[config.mk]
export PLATFORM = sky130hd
export DESIGN_NAME = cbsu_top
export DESIGN_NICKNAME = d
export VERILOG_FILES = /design/src/cbsu_pkg.sv /design/src/cbsu_top.sv
export SDC_FILE = /design/constraint.sdc
export NUM_CORES = 1
export LEC_CHECK = 0
export BUFFER_PORTS_ARGS = -buffer_cell sky130_fd_sc_hd__buf_2
export CAP_MARGIN = 5
export CORE_ASPECT_RATIO = 0.5
export CORE_MARGIN = 1
export CORE_UTILIZATION = 40
export CTS_CLUSTER_DIAMETER = 120
export DETAILED_ROUTE_END_ITERATION = 12
export PLACE_DENSITY = 0.59
export SYNTH_ARGS = -nofsm -noshare
export SYNTH_HDL_FRONTEND = slang
export SYNTH_SLANG_ARGS = --single-unit
[constraint.sdc]
create_clock -name pclk -period 3.45 [get_ports pclk]
set_clock_uncertainty 0.1 [all_clocks]
set_input_delay 0.345 -clock pclk [delete_from_list [all_inputs] [get_ports pclk]]
set_output_delay 0.345 -clock pclk [all_outputs]
set_load 0.01 [all_outputs]
[src/cbsu_pkg.sv]
// constants and types for the conditional branch and skip unit
// assumes: compiled before cbsu_top; 32-bit APB data, byte addresses
package cbsu_pkg;

    // ========================================
    // register map
    localparam logic [7:0] CBSU_CMD_OFS = 8'h00;
    localparam logic [7:0] CBSU_OFFS_OFS = 8'h04;
    localparam logic [7:0] CBSU_PC_OFS = 8'h08;
    localparam logic [7:0] CBSU_FLAGS_OFS = 8'h0c;
    localparam logic [7:0] CBSU_IO_OFS = 8'h10;
    localparam logic [7:0] CBSU_STAT_OFS = 8'h14;

    // ========================================
    // field positions
    localparam int CBSU_CMD_OP_LSB = 0;
    localparam int CBSU_CMD_SEL_LSB = 8;
    localparam int CBSU_CMD_TWO_BIT = 12;
    localparam int CBSU_STAT_BUSY_BIT = 0;
    localparam int CBSU_STAT_TAKEN_BIT = 1;
    localparam int CBSU_STAT_CYC_LSB = 4;

    // condition flag positions
    localparam int CBSU_F_C = 0;
    localparam int CBSU_F_Z = 1;
    localparam int CBSU_F_N = 2;
    localparam int CBSU_F_V = 3;
    localparam int CBSU_F_S = 4;
    localparam int CBSU_F_H = 5;
    localparam int CBSU_F_T = 6;
    localparam int CBSU_F_I = 7;

    // ========================================
    // widths and reset values
    localparam int CBSU_PC_W = 16;
    localparam int CBSU_K_W = 7;
    localparam logic [15:0] CBSU_PC_RST = 16'h0000;
    localparam logic [7:0] CBSU_FLAGS_RST = 8'h00;
    localparam logic [7:0] CBSU_IO_RST = 8'h00;
    localparam logic [6:0] CBSU_K_RST = 7'h00;

    // ========================================
    // cycle counts
    localparam logic [1:0] CBSU_CYC_FALL = 2'h1;
    localparam logic [1:0] CBSU_CYC_TAKEN = 2'h2;
    localparam logic [1:0] CBSU_CYC_SKIP1 = 2'h2;
    localparam logic [1:0] CBSU_CYC_SKIP2 = 2'h3;

    typedef enum logic [4:0] {
        OP_SKIP_ON, OP_SKIP_OFF, OP_FLAG_ON, OP_FLAG_OFF,
        OP_EQ, OP_NE, OP_CS, OP_CC, OP_SH, OP_LO,
        OP_MI, OP_PL, OP_GE, OP_LT, OP_HS, OP_HC,
        OP_TS, OP_TC, OP_VS, OP_VC, OP_IE
    } cbsu_op_t;

    typedef enum logic {ST_IDLE, ST_EXEC} cbsu_state_t;

endpackage

[src/cbsu_top.sv]
// conditional branch and skip unit with APB register access
// assumes: APB master on pclk; flags and I/O byte loaded by software
//
// Overview of operation
// - skip_io_bit_on skips when io bit is one
// - branch_flag_on branches when indexed flag set
// - branch_flag_off branches when indexed flag clear
// - equal on Z one, unequal on Z zero
// - carry_on on C one, carry_off on zero
// - unsigned_ge on C zero, lt on one
// - negative on N one, nonnegative on zero
// - signed_ge when N xor V zero
// - signed_lt when N xor V one
// - halfcarry_on on H one, off on zero
// - userbit_on on T one, off on zero
// - overflow_on on V one, off on zero
// - irq_enabled branches when I flag set
// - skip_io_bit_off skips when io bit zero
//
// Decided for this implementation: the APB register port and the register addresses.
`timescale 1ns/100ps
`default_nettype none

module cbsu_top
    import cbsu_pkg::*;
(
    input wire logic pclk,
    input wire logic presetn,
    input wire logic psel,
    input wire logic penable,
    input wire logic pwrite,
    input wire logic [7:0] paddr,
    input wire logic [31:0] pwdata,
    output logic [31:0] prdata,
    output logic pready,
    output logic pslverr,
    output logic [15:0] pc_o,
    output logic busy_o,
    output logic taken_o,
    output logic done_o
);

    // ========================================
    // decode helpers
    function automatic logic op_legal(input logic [4:0] code);
        return code <= OP_IE;
    endfunction

    function automatic logic op_skip(input cbsu_op_t op);
        return (op == OP_SKIP_ON) || (op == OP_SKIP_OFF);
    endfunction

    function automatic logic cond_of(
        input cbsu_op_t op,
        input logic [7:0] f,
        input logic [2:0] s,
        input logic [7:0] io
    );
        unique case (op)
            OP_SKIP_ON: return io[s];
            OP_SKIP_OFF: return !io[s];
            OP_FLAG_ON: return f[s];
            OP_FLAG_OFF: return !f[s];
            OP_EQ: return f[CBSU_F_Z];
            OP_NE: return !f[CBSU_F_Z];
            OP_CS: return f[CBSU_F_C];
            OP_CC: return !f[CBSU_F_C];
            OP_SH: return !f[CBSU_F_C];
            OP_LO: return f[CBSU_F_C];
            OP_MI: return f[CBSU_F_N];
            OP_PL: return !f[CBSU_F_N];
            OP_GE: return !(f[CBSU_F_N] ^ f[CBSU_F_V]);
            OP_LT: return f[CBSU_F_N] ^ f[CBSU_F_V];
            OP_HS: return f[CBSU_F_H];
            OP_HC: return !f[CBSU_F_H];
            OP_TS: return f[CBSU_F_T];
            OP_TC: return !f[CBSU_F_T];
            OP_VS: return f[CBSU_F_V];
            OP_VC: return !f[CBSU_F_V];
            OP_IE: return f[CBSU_F_I];
            default: return 1'b0;
        endcase
    endfunction

    // ========================================
    // state
    cbsu_state_t state_q;
    cbsu_op_t op_q;
    logic [2:0] sel_q;
    logic two_q;
    logic [6:0] k_q;
    logic [15:0] pc_q;
    logic [15:0] tgt_q;
    logic [7:0] flags_q;
    logic [7:0] io_q;
    logic [1:0] cnt_q;
    logic [1:0] cyc_q;
    logic taken_q;
    logic done_q;
    logic pready_q;
    logic pslverr_q;
    logic [31:0] prdata_q;

    // ========================================
    // APB slave
    logic access;
    logic wr_fire;
    logic mapped;
    logic busy;
    logic cmd_bad;
    logic refuse;
    logic start;
    logic [31:0] rd_d;
    cbsu_op_t new_op;
    logic [2:0] new_sel;
    logic new_two;
    logic new_cond;
    logic [1:0] new_cyc;
    logic [15:0] br_tgt;

    assign access = psel && penable && pready_q;
    // the refusal latched with pslverr gates the commit, so reply and effect agree
    assign wr_fire = access && pwrite && !pslverr_q;
    assign busy = (state_q == ST_EXEC);
    assign mapped = (paddr == CBSU_CMD_OFS) || (paddr == CBSU_OFFS_OFS)
        || (paddr == CBSU_PC_OFS) || (paddr == CBSU_FLAGS_OFS)
        || (paddr == CBSU_IO_OFS) || (paddr == CBSU_STAT_OFS);
    assign cmd_bad = (paddr == CBSU_CMD_OFS)
        && !op_legal(pwdata[CBSU_CMD_OP_LSB +: 5]);
    // writes during execution are refused so flags stay put
    assign refuse = !mapped || (pwrite && (busy || cmd_bad
        || paddr == CBSU_STAT_OFS));
    assign start = wr_fire && (paddr == CBSU_CMD_OFS);

    assign new_op = cbsu_op_t'(pwdata[CBSU_CMD_OP_LSB +: 5]);
    assign new_sel = pwdata[CBSU_CMD_SEL_LSB +: 3];
    assign new_two = pwdata[CBSU_CMD_TWO_BIT];
    assign new_cond = cond_of(new_op, flags_q, new_sel, io_q);

    // target uses k as a signed offset
    assign br_tgt = pc_q + {{(CBSU_PC_W - CBSU_K_W){k_q[6]}}, k_q}
        + 16'h0001;

    always_comb begin
        if (!new_cond) begin
            new_cyc = CBSU_CYC_FALL;
        end else if (!op_skip(new_op)) begin
            new_cyc = CBSU_CYC_TAKEN;
        end else if (new_two) begin
            new_cyc = CBSU_CYC_SKIP2;
        end else begin
            new_cyc = CBSU_CYC_SKIP1;
        end
    end

    always_comb begin
        rd_d = 32'h0000_0000;
        unique case (paddr)
            CBSU_CMD_OFS: begin
                rd_d[CBSU_CMD_OP_LSB +: 5] = op_q;
                rd_d[CBSU_CMD_SEL_LSB +: 3] = sel_q;
                rd_d[CBSU_CMD_TWO_BIT] = two_q;
            end
            CBSU_OFFS_OFS: rd_d[6:0] = k_q;
            CBSU_PC_OFS: rd_d[15:0] = pc_q;
            CBSU_FLAGS_OFS: rd_d[7:0] = flags_q;
            CBSU_IO_OFS: rd_d[7:0] = io_q;
            CBSU_STAT_OFS: begin
                rd_d[CBSU_STAT_BUSY_BIT] = busy;
                rd_d[CBSU_STAT_TAKEN_BIT] = taken_q;
                rd_d[CBSU_STAT_CYC_LSB +: 2] = cyc_q;
            end
            default: rd_d = 32'h0000_0000;
        endcase
    end

    // one wait state: ready rises on the second access cycle
    always_ff @(posedge pclk or negedge presetn) begin
        if (!presetn) begin
            pready_q <= 1'b0;
            pslverr_q <= 1'b0;
            prdata_q <= 32'h0000_0000;
        end else begin
            pready_q <= psel && penable && !pready_q;
            pslverr_q <= psel && penable && !pready_q && refuse;
            if (psel && penable && !pready_q && !pwrite) begin
                prdata_q <= rd_d;
            end else begin
                prdata_q <= 32'h0000_0000;
            end
        end
    end

    // ========================================
    // software-loaded operands
    always_ff @(posedge pclk or negedge presetn) begin
        if (!presetn) begin
            flags_q <= CBSU_FLAGS_RST;
            io_q <= CBSU_IO_RST;
            k_q <= CBSU_K_RST;
        end else if (wr_fire) begin
            if (paddr == CBSU_FLAGS_OFS) begin
                flags_q <= pwdata[7:0];
            end
            if (paddr == CBSU_IO_OFS) begin
                io_q <= pwdata[7:0];
            end
            if (paddr == CBSU_OFFS_OFS) begin
                k_q <= pwdata[6:0];
            end
        end
    end

    // ========================================
    // instruction sequencing
    always_ff @(posedge pclk or negedge presetn) begin
        if (!presetn) begin
            state_q <= ST_IDLE;
            op_q <= OP_SKIP_ON;
            sel_q <= 3'h0;
            two_q <= 1'b0;
            cnt_q <= 2'h0;
            cyc_q <= 2'h0;
            taken_q <= 1'b0;
            tgt_q <= CBSU_PC_RST;
        end else if (start) begin
            state_q <= ST_EXEC;
            op_q <= new_op;
            sel_q <= new_sel;
            two_q <= new_two;
            cnt_q <= new_cyc;
            cyc_q <= new_cyc;
            taken_q <= new_cond;
            if (!new_cond) begin
                tgt_q <= pc_q + 16'h0001;
            end else if (op_skip(new_op)) begin
                tgt_q <= pc_q + {14'h0000, new_cyc};
            end else begin
                tgt_q <= br_tgt;
            end
        end else if (busy) begin
            cnt_q <= cnt_q - 2'h1;
            if (cnt_q == 2'h1) begin
                state_q <= ST_IDLE;
            end
        end
    end

    always_ff @(posedge pclk or negedge presetn) begin
        if (!presetn) begin
            pc_q <= CBSU_PC_RST;
            done_q <= 1'b0;
        end else begin
            done_q <= busy && (cnt_q == 2'h1);
            if (busy && (cnt_q == 2'h1)) begin
                pc_q <= tgt_q;
            end else if (wr_fire && paddr == CBSU_PC_OFS) begin
                pc_q <= pwdata[15:0];
            end
        end
    end

    assign prdata = prdata_q;
    assign pready = pready_q;
    assign pslverr = pslverr_q;
    assign pc_o = pc_q;
    assign busy_o = busy;
    assign taken_o = taken_q;
    assign done_o = done_q;
endmodule // cbsu_top

`default_nettype wire
Yosys cells after proc, flatten, opt, wreduce, memory -nomap -nowiden
Cells that the tools add are included.
{"block": "totals", "out_inout_bits": 53, "inputBits": 45, "ff_bits": 105, "word_cells": 122}
{"block": "classes", "magnitude_cmp": 2, "eq_ne": 26, "reduce_logical": 44, "add_sub_neg": 5, "bitwise_logic": 1, "n_mux": 28}
{"op": "two-way mux 16 bit", "count": 5}
{"op": "== test 5 x 4 -> 1 bit, second input constant", "count": 8}
{"op": "adder 16 x 1 -> 16 bit, second input constant", "count": 2}
{"op": "== test 5 bit, second input constant", "count": 5}
{"op": "== test 5 x 3 -> 1 bit, second input constant", "count": 4}
{"op": "one-hot mux 1 bit (19 select lines)", "count": 1}
{"op": "adder 16 bit", "count": 1}
{"op": "adder 16 x 2 -> 16 bit", "count": 1}
{"op": "== test 8 x 4 -> 1 bit, second input constant", "count": 2}
{"op": "== test 8 x 5 -> 1 bit, second input constant", "count": 2}
{"op": "zero test 1 bit", "count": 14}
{"op": "logical AND 1 bit", "count": 12}
{"op": "one-hot mux 2 bit (6 select lines)", "count": 1}
{"op": "== test 5 x 2 -> 1 bit, second input constant", "count": 2}
{"op": "one-hot mux 2 bit (5 select lines)", "count": 1}
{"op": "logical OR 1 bit", "count": 9}
{"op": "== test 8 x 3 -> 1 bit, second input constant", "count": 1}
{"op": "zero test 8 bit", "count": 1}
{"op": "two-way mux 1 bit", "count": 8}
{"op": "binary-select mux 1 bit (select 3 bit)", "count": 2}
{"op": "two-way mux 2 bit", "count": 3}
{"op": "one-hot mux 1 bit (6 select lines)", "count": 1}
{"op": "one-hot mux 3 bit (2 select lines)", "count": 1}
{"op": "AND reduction 2 bit", "count": 3}
{"op": "other kinds (14)", "count": 16}

Logic depth before layout (Yosys ltp)
Gate-level depths: netlist (run 1).
{"block": "depth", "word_depth": 9, "mapped_depth": 17}

Worst setup path before layout (run 1)
OpenSTA, ideal clock, no wires.
{"block": "synth_timing", "path_type": "register to register", "startpoint": "register flags_q[3]", "endpoint": "register tgt_q[8]", "period_less_slack_ps": 3354, "path_slack_ps": 96, "arrival_ps": 3124, "n_path_buf": 1, "t_required_ps": 3220, "path_stages_with_launch": 17, "path_cell_list": "dfrtp_1 > mux4_2 > mux2i_1 > xor2_1 > o22ai_1 > nor4_4 > inv_2 > buf_2 > nand2_1 > ha_1 > fa_1 > and2_1 > nand3_1 > xor2_1 > nor2_1 > a211oi_1 > o21ai_0"}
{"block": "synth_between", "elab_chain_len": 8, "word_cells_on_any_way": 11, "cone_classes": "1 x add/sub; 6 x mux; 1 x bitwise; 3 x reduce/logical"}
{"item": "from (decl)", "line_no": "cbsu_top.sv:94", "text": "logic [7:0] flags_q;"}
{"item": "from (signal assigned)", "line_no": "cbsu_top.sv:203", "text": "flags_q <= pwdata[7:0];"}
{"item": "binary-select mux 1 bit (select 3 bit)", "line_no": "cbsu_top.sv:62, cbsu_top.sv:63"}
{"item": "two-way mux 1 bit (implied by the code)", "line_no": "cbsu_top.sv:62, cbsu_top.sv:63"}
{"item": "zero test 1 bit", "line_no": "cbsu_top.sv:63", "text": "OP_FLAG_OFF: return !f[s];"}
{"item": "one-hot mux 1 bit (19 select lines) (*)", "line_no": "cbsu_top.sv:59", "text": "unique case (op)"}
{"item": "via new_cond", "line_no": "cbsu_top.sv:117", "text": "logic new_cond;"}
{"item": "two-way mux 2 bit (*)", "line_no": "cbsu_top.sv:145", "text": "if (!new_cond) begin"}
{"item": "via new_cyc[0]", "line_no": "cbsu_top.sv:118", "text": "logic [1:0] new_cyc;"}
{"item": "adder 16 x 2 -> 16 bit (*)", "line_no": "cbsu_top.sv:237", "text": "tgt_q <= pc_q + {14'h0000, new_cyc};"}
{"item": "two-way mux 16 bit (*)", "line_no": "cbsu_top.sv:236", "text": "end else if (op_skip(new_op)) begin"}
{"item": "two-way mux 16 bit (*)", "line_no": "cbsu_top.sv:234", "text": "if (!new_cond) begin"}
{"item": "to (signal assigned)", "line_no": "cbsu_top.sv:235", "text": "tgt_q <= pc_q + 16'h0001;"}
{"item": "to (signal assigned)", "line_no": "cbsu_top.sv:237"}
{"item": "to (signal assigned)", "line_no": "cbsu_top.sv:239", "text": "tgt_q <= br_tgt;"}
{"item": "to (decl)", "line_no": "cbsu_top.sv:93", "text": "logic [15:0] tgt_q;"}
The timed path passes the listed nets; every way through them passes the cells marked *. The select of a mux whose other input is x is not followed.
A chain may end at the register's enable or synchronous reset.

Final worst setup path (run 1)
{"block": "layout_timing", "startpoint": "register io_q[0]", "endpoint": "register tgt_q[5]"}
{"block": "layout_between", "elab_chain_len": 8}
{"item": "from (decl)", "line_no": "cbsu_top.sv:95", "text": "logic [7:0] io_q;"}
{"item": "from (signal assigned)", "line_no": "cbsu_top.sv:206", "text": "io_q <= pwdata[7:0];"}
{"item": "binary-select mux 1 bit (select 3 bit) (*)", "line_no": "cbsu_top.sv:60, cbsu_top.sv:61"}
{"item": "two-way mux 1 bit (implied by the code) (*)", "line_no": "cbsu_top.sv:60, cbsu_top.sv:61"}
{"item": "zero test 1 bit", "line_no": "cbsu_top.sv:61", "text": "OP_SKIP_OFF: return !io[s];"}
{"item": "one-hot mux 1 bit (19 select lines) (*)", "line_no": "cbsu_top.sv:59"}
{"item": "two-way mux 2 bit", "line_no": "cbsu_top.sv:145"}
{"item": "adder 16 x 2 -> 16 bit", "line_no": "cbsu_top.sv:237"}
{"item": "two-way mux 16 bit", "line_no": "cbsu_top.sv:236"}
{"item": "two-way mux 16 bit (*)", "line_no": "cbsu_top.sv:234"}
Mark *: on every way between the ends. The rest lies on a longest branch, timed or not. The select of a mux whose other input is x is not followed.

==> results of run 1 <==
[path summary, 6_finish.rpt]
path / endpoint / slack [ns]
min: two_q / 0.20
max in group asynchronous: tgt_q[3] / 2.08
max reg2reg: tgt_q[5] / -0.002
min reg2reg: op_q[0] / 0.38
min in group asynchronous: prdata[14] / 0.50
max: tgt_q[5] / -0.002
[flip-flops by register name, summed over array words and instances (netlist names)]
name,cells
tgt_q,16
pready,1
flags_q,8
cnt_q,2
busy_o,1
io_q,8
pslverr,1
sel_q,3
done_o,1
k_q,7
op_q,5
two_q,1
pc_o,16
cyc_q,2
prdata,16
[cells by family (layout without fill, tap and decap cells)]
logic type                 Yosys count  count (layout)  synth area share [%]
other                                1              16                0.0645
buffers and inverters               71             138                  5.70
and+or+nand+nor                    221             221                  17.9
DFF                                 88              88                  37.9
AOI/OAI and AO/OA                  133             133                  14.5
xor gates and xnor gates            47              47                  7.08
adders and majority gates           21              21                  4.78
muxes                               59              59                  12.1
[report_power, final]
part           internal (mW)  switching, mW
combinational         0.0771          0.138
clock                  0.679          0.424
sequential              1.04        0.00958
[cell type report]
cell class	count	area, um^2
inverter	9	33.8
clock inverter	5	86.3
multi-input combinational	497	3420
clock buffer	11	253
fill	1329	6920
tap	192	240
timing repair buffer	113	703
sequential	88	2200
[placed cells by master (no fill, tap or decap), types with 5 or more instances in the layout]
master | synthesis | routed
sky130_fd_sc_hd__clkbuf_16 | 0 | 9
sky130_fd_sc_hd__buf_2 | 4 | 64
sky130_fd_sc_hd__a22oi_1 | 6 | 6
sky130_fd_sc_hd__xor2_1 | 25 | 25
sky130_fd_sc_hd__ha_1 | 19 | 18
sky130_fd_sc_hd__xnor2_1 | 22 | 22
sky130_fd_sc_hd__a31oi_1 | 10 | 10
sky130_fd_sc_hd__a221oi_1 | 5 | 5
sky130_fd_sc_hd__and4_1 | 5 | 5
sky130_fd_sc_hd__inv_1 | 8 | 8
sky130_fd_sc_hd__nand2_1 | 85 | 85
sky130_fd_sc_hd__nor2_1 | 55 | 54
sky130_fd_sc_hd__buf_4 | 16 | 47
sky130_fd_sc_hd__nand3_1 | 18 | 17
sky130_fd_sc_hd__o21ai_0 | 29 | 23
sky130_fd_sc_hd__a21o_1 | 10 | 10
sky130_fd_sc_hd__nor3_1 | 14 | 13
sky130_fd_sc_hd__mux4_2 | 7 | 7
sky130_fd_sc_hd__nand3b_1 | 5 | 5
sky130_fd_sc_hd__a21oi_1 | 39 | 38
sky130_fd_sc_hd__mux2i_1 | 30 | 29
sky130_fd_sc_hd__o21ai_1 | 1 | 6
sky130_fd_sc_hd__conb_1 | 1 | 16
sky130_fd_sc_hd__and3_1 | 10 | 10
sky130_fd_sc_hd__mux2_2 | 22 | 22
sky130_fd_sc_hd__dfrtp_1 | 88 | 88
[tightest hold or removal path, cell delays in order]
cell and delay, ns:
sky130_fd_sc_hd__buf_2 0.15, sky130_fd_sc_hd__nand2_1 0.07, sky130_fd_sc_hd__nand2_1 0.04
[metrics by stage]
stage	utilization, %	std cells	power, mW
2_1_floorplan	-	656	1.19
3_3_place_gp	46.8	892	1.27
3_5_place_dp	46.8	892	1.28
4_1_cts	49.3	909	2.38
5_1_grt	50.1	915	2.45
6_report	50.1	915	2.37
[per-layer routing]
layer	track usage, %	wire [um]
met5	0	0
met3	5.06	931
met1	32.6	8160
met2	35.4	7330
met4	4.95	169
[repair_timing]
item | CTS | global route
pin swaps | 1 | 13
setup buffers | 0 | 6
hold buffers | 1 | 0
hold endpoints to repair | 52 | 0
endpoints found under the setup margin | 5 | 11
resized for setup | 0 | 22
==> impl_metrics.ini, run 1 <==
[sta]
hold-worst-slack_ns = 0.197
period_share_pct = 100
fmax_mhz = 290
max_slew_margin_pct = 50.6
setup_violations = 1
post-route-worst-setup-slack_ns = -0.00170
final_hold_violation_count = 0
totalNegativeSetupSlack_ns = -0.00170
tightest_slew_ns = 0.735
grt_setup_unrepaired = yes
timing_max_transition_violations_final = 0
timing.final.crit_period_ns = 3.45

[critical_path]
critical_path.reg2reg.startpoint = io_q[0]
critical_path.max_fanout = 5
path_depth = 13
worstSetupEndpointType = flop
arrival_ns = 3.55
path_class = flop to flop
critPathBufInv = 2
startpoint = io_q[0]
slowest_delay_ns = 0.47
worst_path_most_repeated_cell = sky130_fd_sc_hd__xor2_1
critical_path.top_delay_family = compound AO/OA/AOI/OAI gates
cp_data_required_time_ns = 3.55
worstRegToRegCells = 13
worst_setup_path_start_kind = flop
crit_path_top_delay_cell = sky130_fd_sc_hd__mux4_2
crit_path_cell_trace = mux4_2, mux2i_2, xor2_1, o22ai_2, nor4_4, inv_2, ha_1, a21o_1, and2_4, buf_4, xor2_1, o2111ai_1, o311ai_1

[clock_tree]
clock-root-buffer = sky130_fd_sc_hd__clkbuf_16
clk-insertion-delay-late_ns = 0.34
number_of_cts_inserted_buffers = 9
cts_sinks = 88
clockBufferDepth = 2
tritoncts_clock_tree = done
h-tree-depth = 3
cts.clk_slew.worst_paths_ns = 0.06

[grt]
antenna_found_initial = 0
grt_util_all_layers_pct = 22.8
globalRouteOverflowTotal = 0
grt_pass1_wl_mm = 25.8
first_global_vias = 4530
grt_start_max_net_pins = 54

[floorplan]
std_cell_rows = 30
die_height_um = 87.3
floorplan.die_area_mm2 = 0.0151
floorplan.initialDensity_pct = 42.0
design.core.area_mm2 = 0.0139
dieWidth_um = 173
top_level_ports = 98

[yosys]
synthMostInstantiatedCell = sky130_fd_sc_hd__dfrtp_1
ys_async_sr_fraction_pct = 100
yosys_warnings = 0
synthCells = 641
synth_top_cell_by_area = sky130_fd_sc_hd__dfrtp_1
ys_ff_latch = 88
synth_cell_type_count = 59
synth.top_cells.by_count = 88 x sky130_fd_sc_hd__dfrtp_1, 85 x sky130_fd_sc_hd__nand2_1, 55 x sky130_fd_sc_hd__nor2_1
syn-mean-instance-area_um2 = 9.07
synth_flop_cell = sky130_fd_sc_hd__dfrtp_1
syn_area_mm2 = 0.00582
synthDominantCellAreaShare_pct = 37.9
synth_enable_flop_cells = 0
ys_top_cells_by_area = sky130_fd_sc_hd__dfrtp_1 38%, sky130_fd_sc_hd__nand2_1 5.5%, sky130_fd_sc_hd__mux2i_1 5.2%
synth.yosys.seq_area_share_pct = 37.9

[routing]
wirelength_mm = 16.6
initialDrtViolationCount = 286
drtPass1Iterations = 5
final_antenna_net_count = 0
drc_viols = 0
routed_via_density = 5.45
detailroute.via_count = 4986
wire_per_inst_um = 18.1

[run_status]
violations = negative setup slack
outcome = complete, but fails checks

[power]
cellPowerDensity_mw_per_mm2 = 342
worst_ir_drop_vdd_v = 0.000248
leakagePower_nw = 3.50

[worst_hold_path]
min_path_type = input port to flop
holdCritStartpoint = pwdata[12]
hold_depth = 3

[final_layout]
post-route-cell-area_mm2 = 0.00694
synthToLayoutAreaGrowth_pct = 19.2
final_nets = 784
number_of_diodes_added_for_antenna_fixing = 0
drive_gt1_share_pct = 24.5

[placed_design]
dp_slack_ns = -0.188
placedInstanceArea_mm2 = 0.00648
gp_congestion = 0.852
dp_hpwl_mm = 12.2
port_buffers = 65

[flow_run]
max-cap-violations = 0
(Power assumes the default switching activity.)
==> inputs of run 2 (changes only) <==
--- a/config.mk
+++ b/config.mk
@@ -7,12 +7,13 @@
 export LEC_CHECK = 0
 export BUFFER_PORTS_ARGS = -buffer_cell sky130_fd_sc_hd__buf_2
 export CAP_MARGIN = 5
-export CORE_ASPECT_RATIO = 0.5
+export CORE_ASPECT_RATIO = 2
 export CORE_MARGIN = 1
 export CORE_UTILIZATION = 40
 export CTS_CLUSTER_DIAMETER = 120
 export DETAILED_ROUTE_END_ITERATION = 12
 export PLACE_DENSITY = 0.59
+export REMOVE_ABC_BUFFERS = 1
 export SYNTH_ARGS = -nofsm -noshare
 export SYNTH_HDL_FRONTEND = slang
 export SYNTH_SLANG_ARGS = --single-unit
==> constraint.sdc (replaced) <==
create_clock -name pclk -period 3.45 [get_ports pclk]
set_clock_uncertainty 0.1 [all_clocks]
set_input_delay 0.1725 -clock pclk [delete_from_list [all_inputs] [get_ports pclk]]
set_output_delay 0.1725 -clock pclk [all_outputs]
set_load 0.01 [all_outputs]
==> impl_metrics.ini, run 2 (synthesis results as in run 1) <==
[critical_path]
worst_path_most_repeated_cell = sky130_fd_sc_hd__xor2_1
crit_path_top_delay_cell = sky130_fd_sc_hd__mux4_2
worst_setup_path_start_kind = flop
critPathBufInv = 2
worstSetupEndpointType = flop
slowest_delay_ns = 0.48
regToRegEndpoint = tgt_q[5]
crit_path_cell_trace = mux4_2, mux2i_2, xor2_1, o22ai_2, nor4_4, inv_2, ha_1, a21o_1, and2_4, buf_4, xor2_1, o2111ai_1, o311ai_1
timing.reg2reg.setup_slack_ns = 0.05
cp_data_required_time_ns = 3.57
critical_path.max_fanout = 5
critical_path.top_delay_family = compound AO/OA/AOI/OAI gates
worstRegToRegCells = 13
critical_path.reg2reg.startpoint = flags_q[2]
path_class = flop to flop
arrival_ns = 3.51
path_depth = 13

[sta]
timing_max_transition_violations_final = 0
max_slew_margin_pct = 34.1
totalNegativeSetupSlack_ns = 0
setup_violations = 0
fmax_mhz = 294
grt_setup_unrepaired = yes
timing.final.crit_period_ns = 3.40
hold-worst-slack_ns = 0.0292
final_hold_violation_count = 0
period_share_pct = 98.5
tightest_slew_ns = 0.988

[power]
worst_ir_drop_vdd_v = 0.000198
post-layout-total-power_mw = 2.26
cellPowerDensity_mw_per_mm2 = 327
leakagePower_nw = 3.45

[final_layout]
mostFrequentLayoutCells = 88 x sky130_fd_sc_hd__dfrtp_1, 85 x sky130_fd_sc_hd__nand2_1, 64 x sky130_fd_sc_hd__buf_2, 54 x sky130_fd_sc_hd__nor2_1, 41 x sky130_fd_sc_hd__buf_4
layout.cells.most_common = sky130_fd_sc_hd__dfrtp_1
synthToLayoutAreaGrowth_pct = 18.5
post-route-cell-area_mm2 = 0.00689
final_nets = 779
number_of_diodes_added_for_antenna_fixing = 0
final_core_util_pct = 48.3
drive_gt1_share_pct = 23.7

[grt]
first_global_vias = 5082
antenna_found_initial = 0
global_route.peak_usage_layer = met2
grt_use_met3_pct = 2.00
grt_util_all_layers_pct = 23.6
met1_usage_pct = 25.6
grt_pass1_wl_mm = 26.8
grt_start_max_net_pins = 77
globalRouteOverflowTotal = 0
global_route.usage.met2_pct = 42.5

[worst_hold_path]
timing.hold.worst_endpoint = k_q[6]
hold_depth = 2
min_path_type = input port to flop
holdCritStartpoint = pwdata[6]

[floorplan]
floorplan.die_area_mm2 = 0.0151
floorplan.initialDensity_pct = 40.8
design.core.area_mm2 = 0.0143
die_height_um = 173
std_cell_rows = 62
dieWidth_um = 87.3
top_level_ports = 98

[flow_run]
max-cap-violations = 0

[clock_tree]
number_of_cts_inserted_buffers = 9
cts_sinks = 88
clockBufferDepth = 2
clock-root-buffer = sky130_fd_sc_hd__clkbuf_16
cts.clk_slew.worst_paths_ns = 0.06
tritoncts_clock_tree = done
clk-insertion-delay-late_ns = 0.34
h-tree-depth = 3

[run_status]
outcome = finished clean

[placed_design]
dp_hpwl_mm = 13.0
gp_congestion = 0.912
placedInstanceArea_mm2 = 0.00648
port_buffers = 65

[routing]
drtPass1Iterations = 6
detailroute.via_count = 5075
initialDrtViolationCount = 266
drc_viols = 0
wirelength_mm = 17.1
final_antenna_net_count = 0
wire_per_inst_um = 18.8
routed_via_density = 5.58
==> run 2: repair_timing <==
| item | CTS | global route |
|---|---|---|
| gates resized for setup | 3 | 22 |
| pin swaps | 1 | 14 |
| hold endpoints to repair | 76 | 0 |
| buffers inserted | 0 | 1 |
| hold buffers | 2 | 0 |
| endpoints found under the setup margin | 5 | 7 |
==> run 2: routing by layer <==
| metal | part of all wire (%) | routed length, um | vias to the layer above |
|---|---|---|---|
| met5 | 0 | 0 | - |
| met1 | 37 | 6310 | 2467 |
| li1 | - | - | 2389 |
| met4 | 6.0 | 1030 | 0 |
| met2 | 54 | 9260 | 160 |
| met3 | 3.0 | 506 | 59 |
==> run 2: final cells by class <==
cell class / instances / area, um^2
fillers: 1395 / 7380
multi-input cells: 497 / 3450
flip-flops and latches: 88 / 2200
repair buffers: 108 / 668
clock buffers: 14 / 264
well taps: 192 / 240
clock inverters: 2 / 37.5
inverters: 9 / 33.8
==> run 2: metrics by stage <==
stage	std cells	setup WS, ns
after floorplan	594	-0.242
after global placement	891	0.0721
after detailed placement	891	0.0685
after CTS	909	0.0630
after global routing	910	-0.0438
final	910	0.0512
==> run 2: where the power goes <==
| part | switching (mW) | internal (mW) |
|---|---|---|
| Combinational | 0.133 | 0.0754 |
| Clock | 0.394 | 0.602 |
| Sequential | 0.0116 | 1.04 |
| Total | 0.539 | 1.72 |
==> run 2: worst max path at each step <==
| stage | endpoint | slack (ns) | from |
|---|---|---|---|
| 2_1_floorplan | tgt_q[14] | -0.24 | flags_q[3] |
| 3_3_place_gp | tgt_q[7] | 0.07 | io_q[7] |
| 3_5_place_dp | tgt_q[7] | 0.07 | io_q[7] |
| 4_1_cts | tgt_q[11] | 0.06 | flags_q[2] |
| 5_1_grt | tgt_q[5] | -0.04 | flags_q[2] |
| 6_report | tgt_q[5] | 0.05 | flags_q[2] |
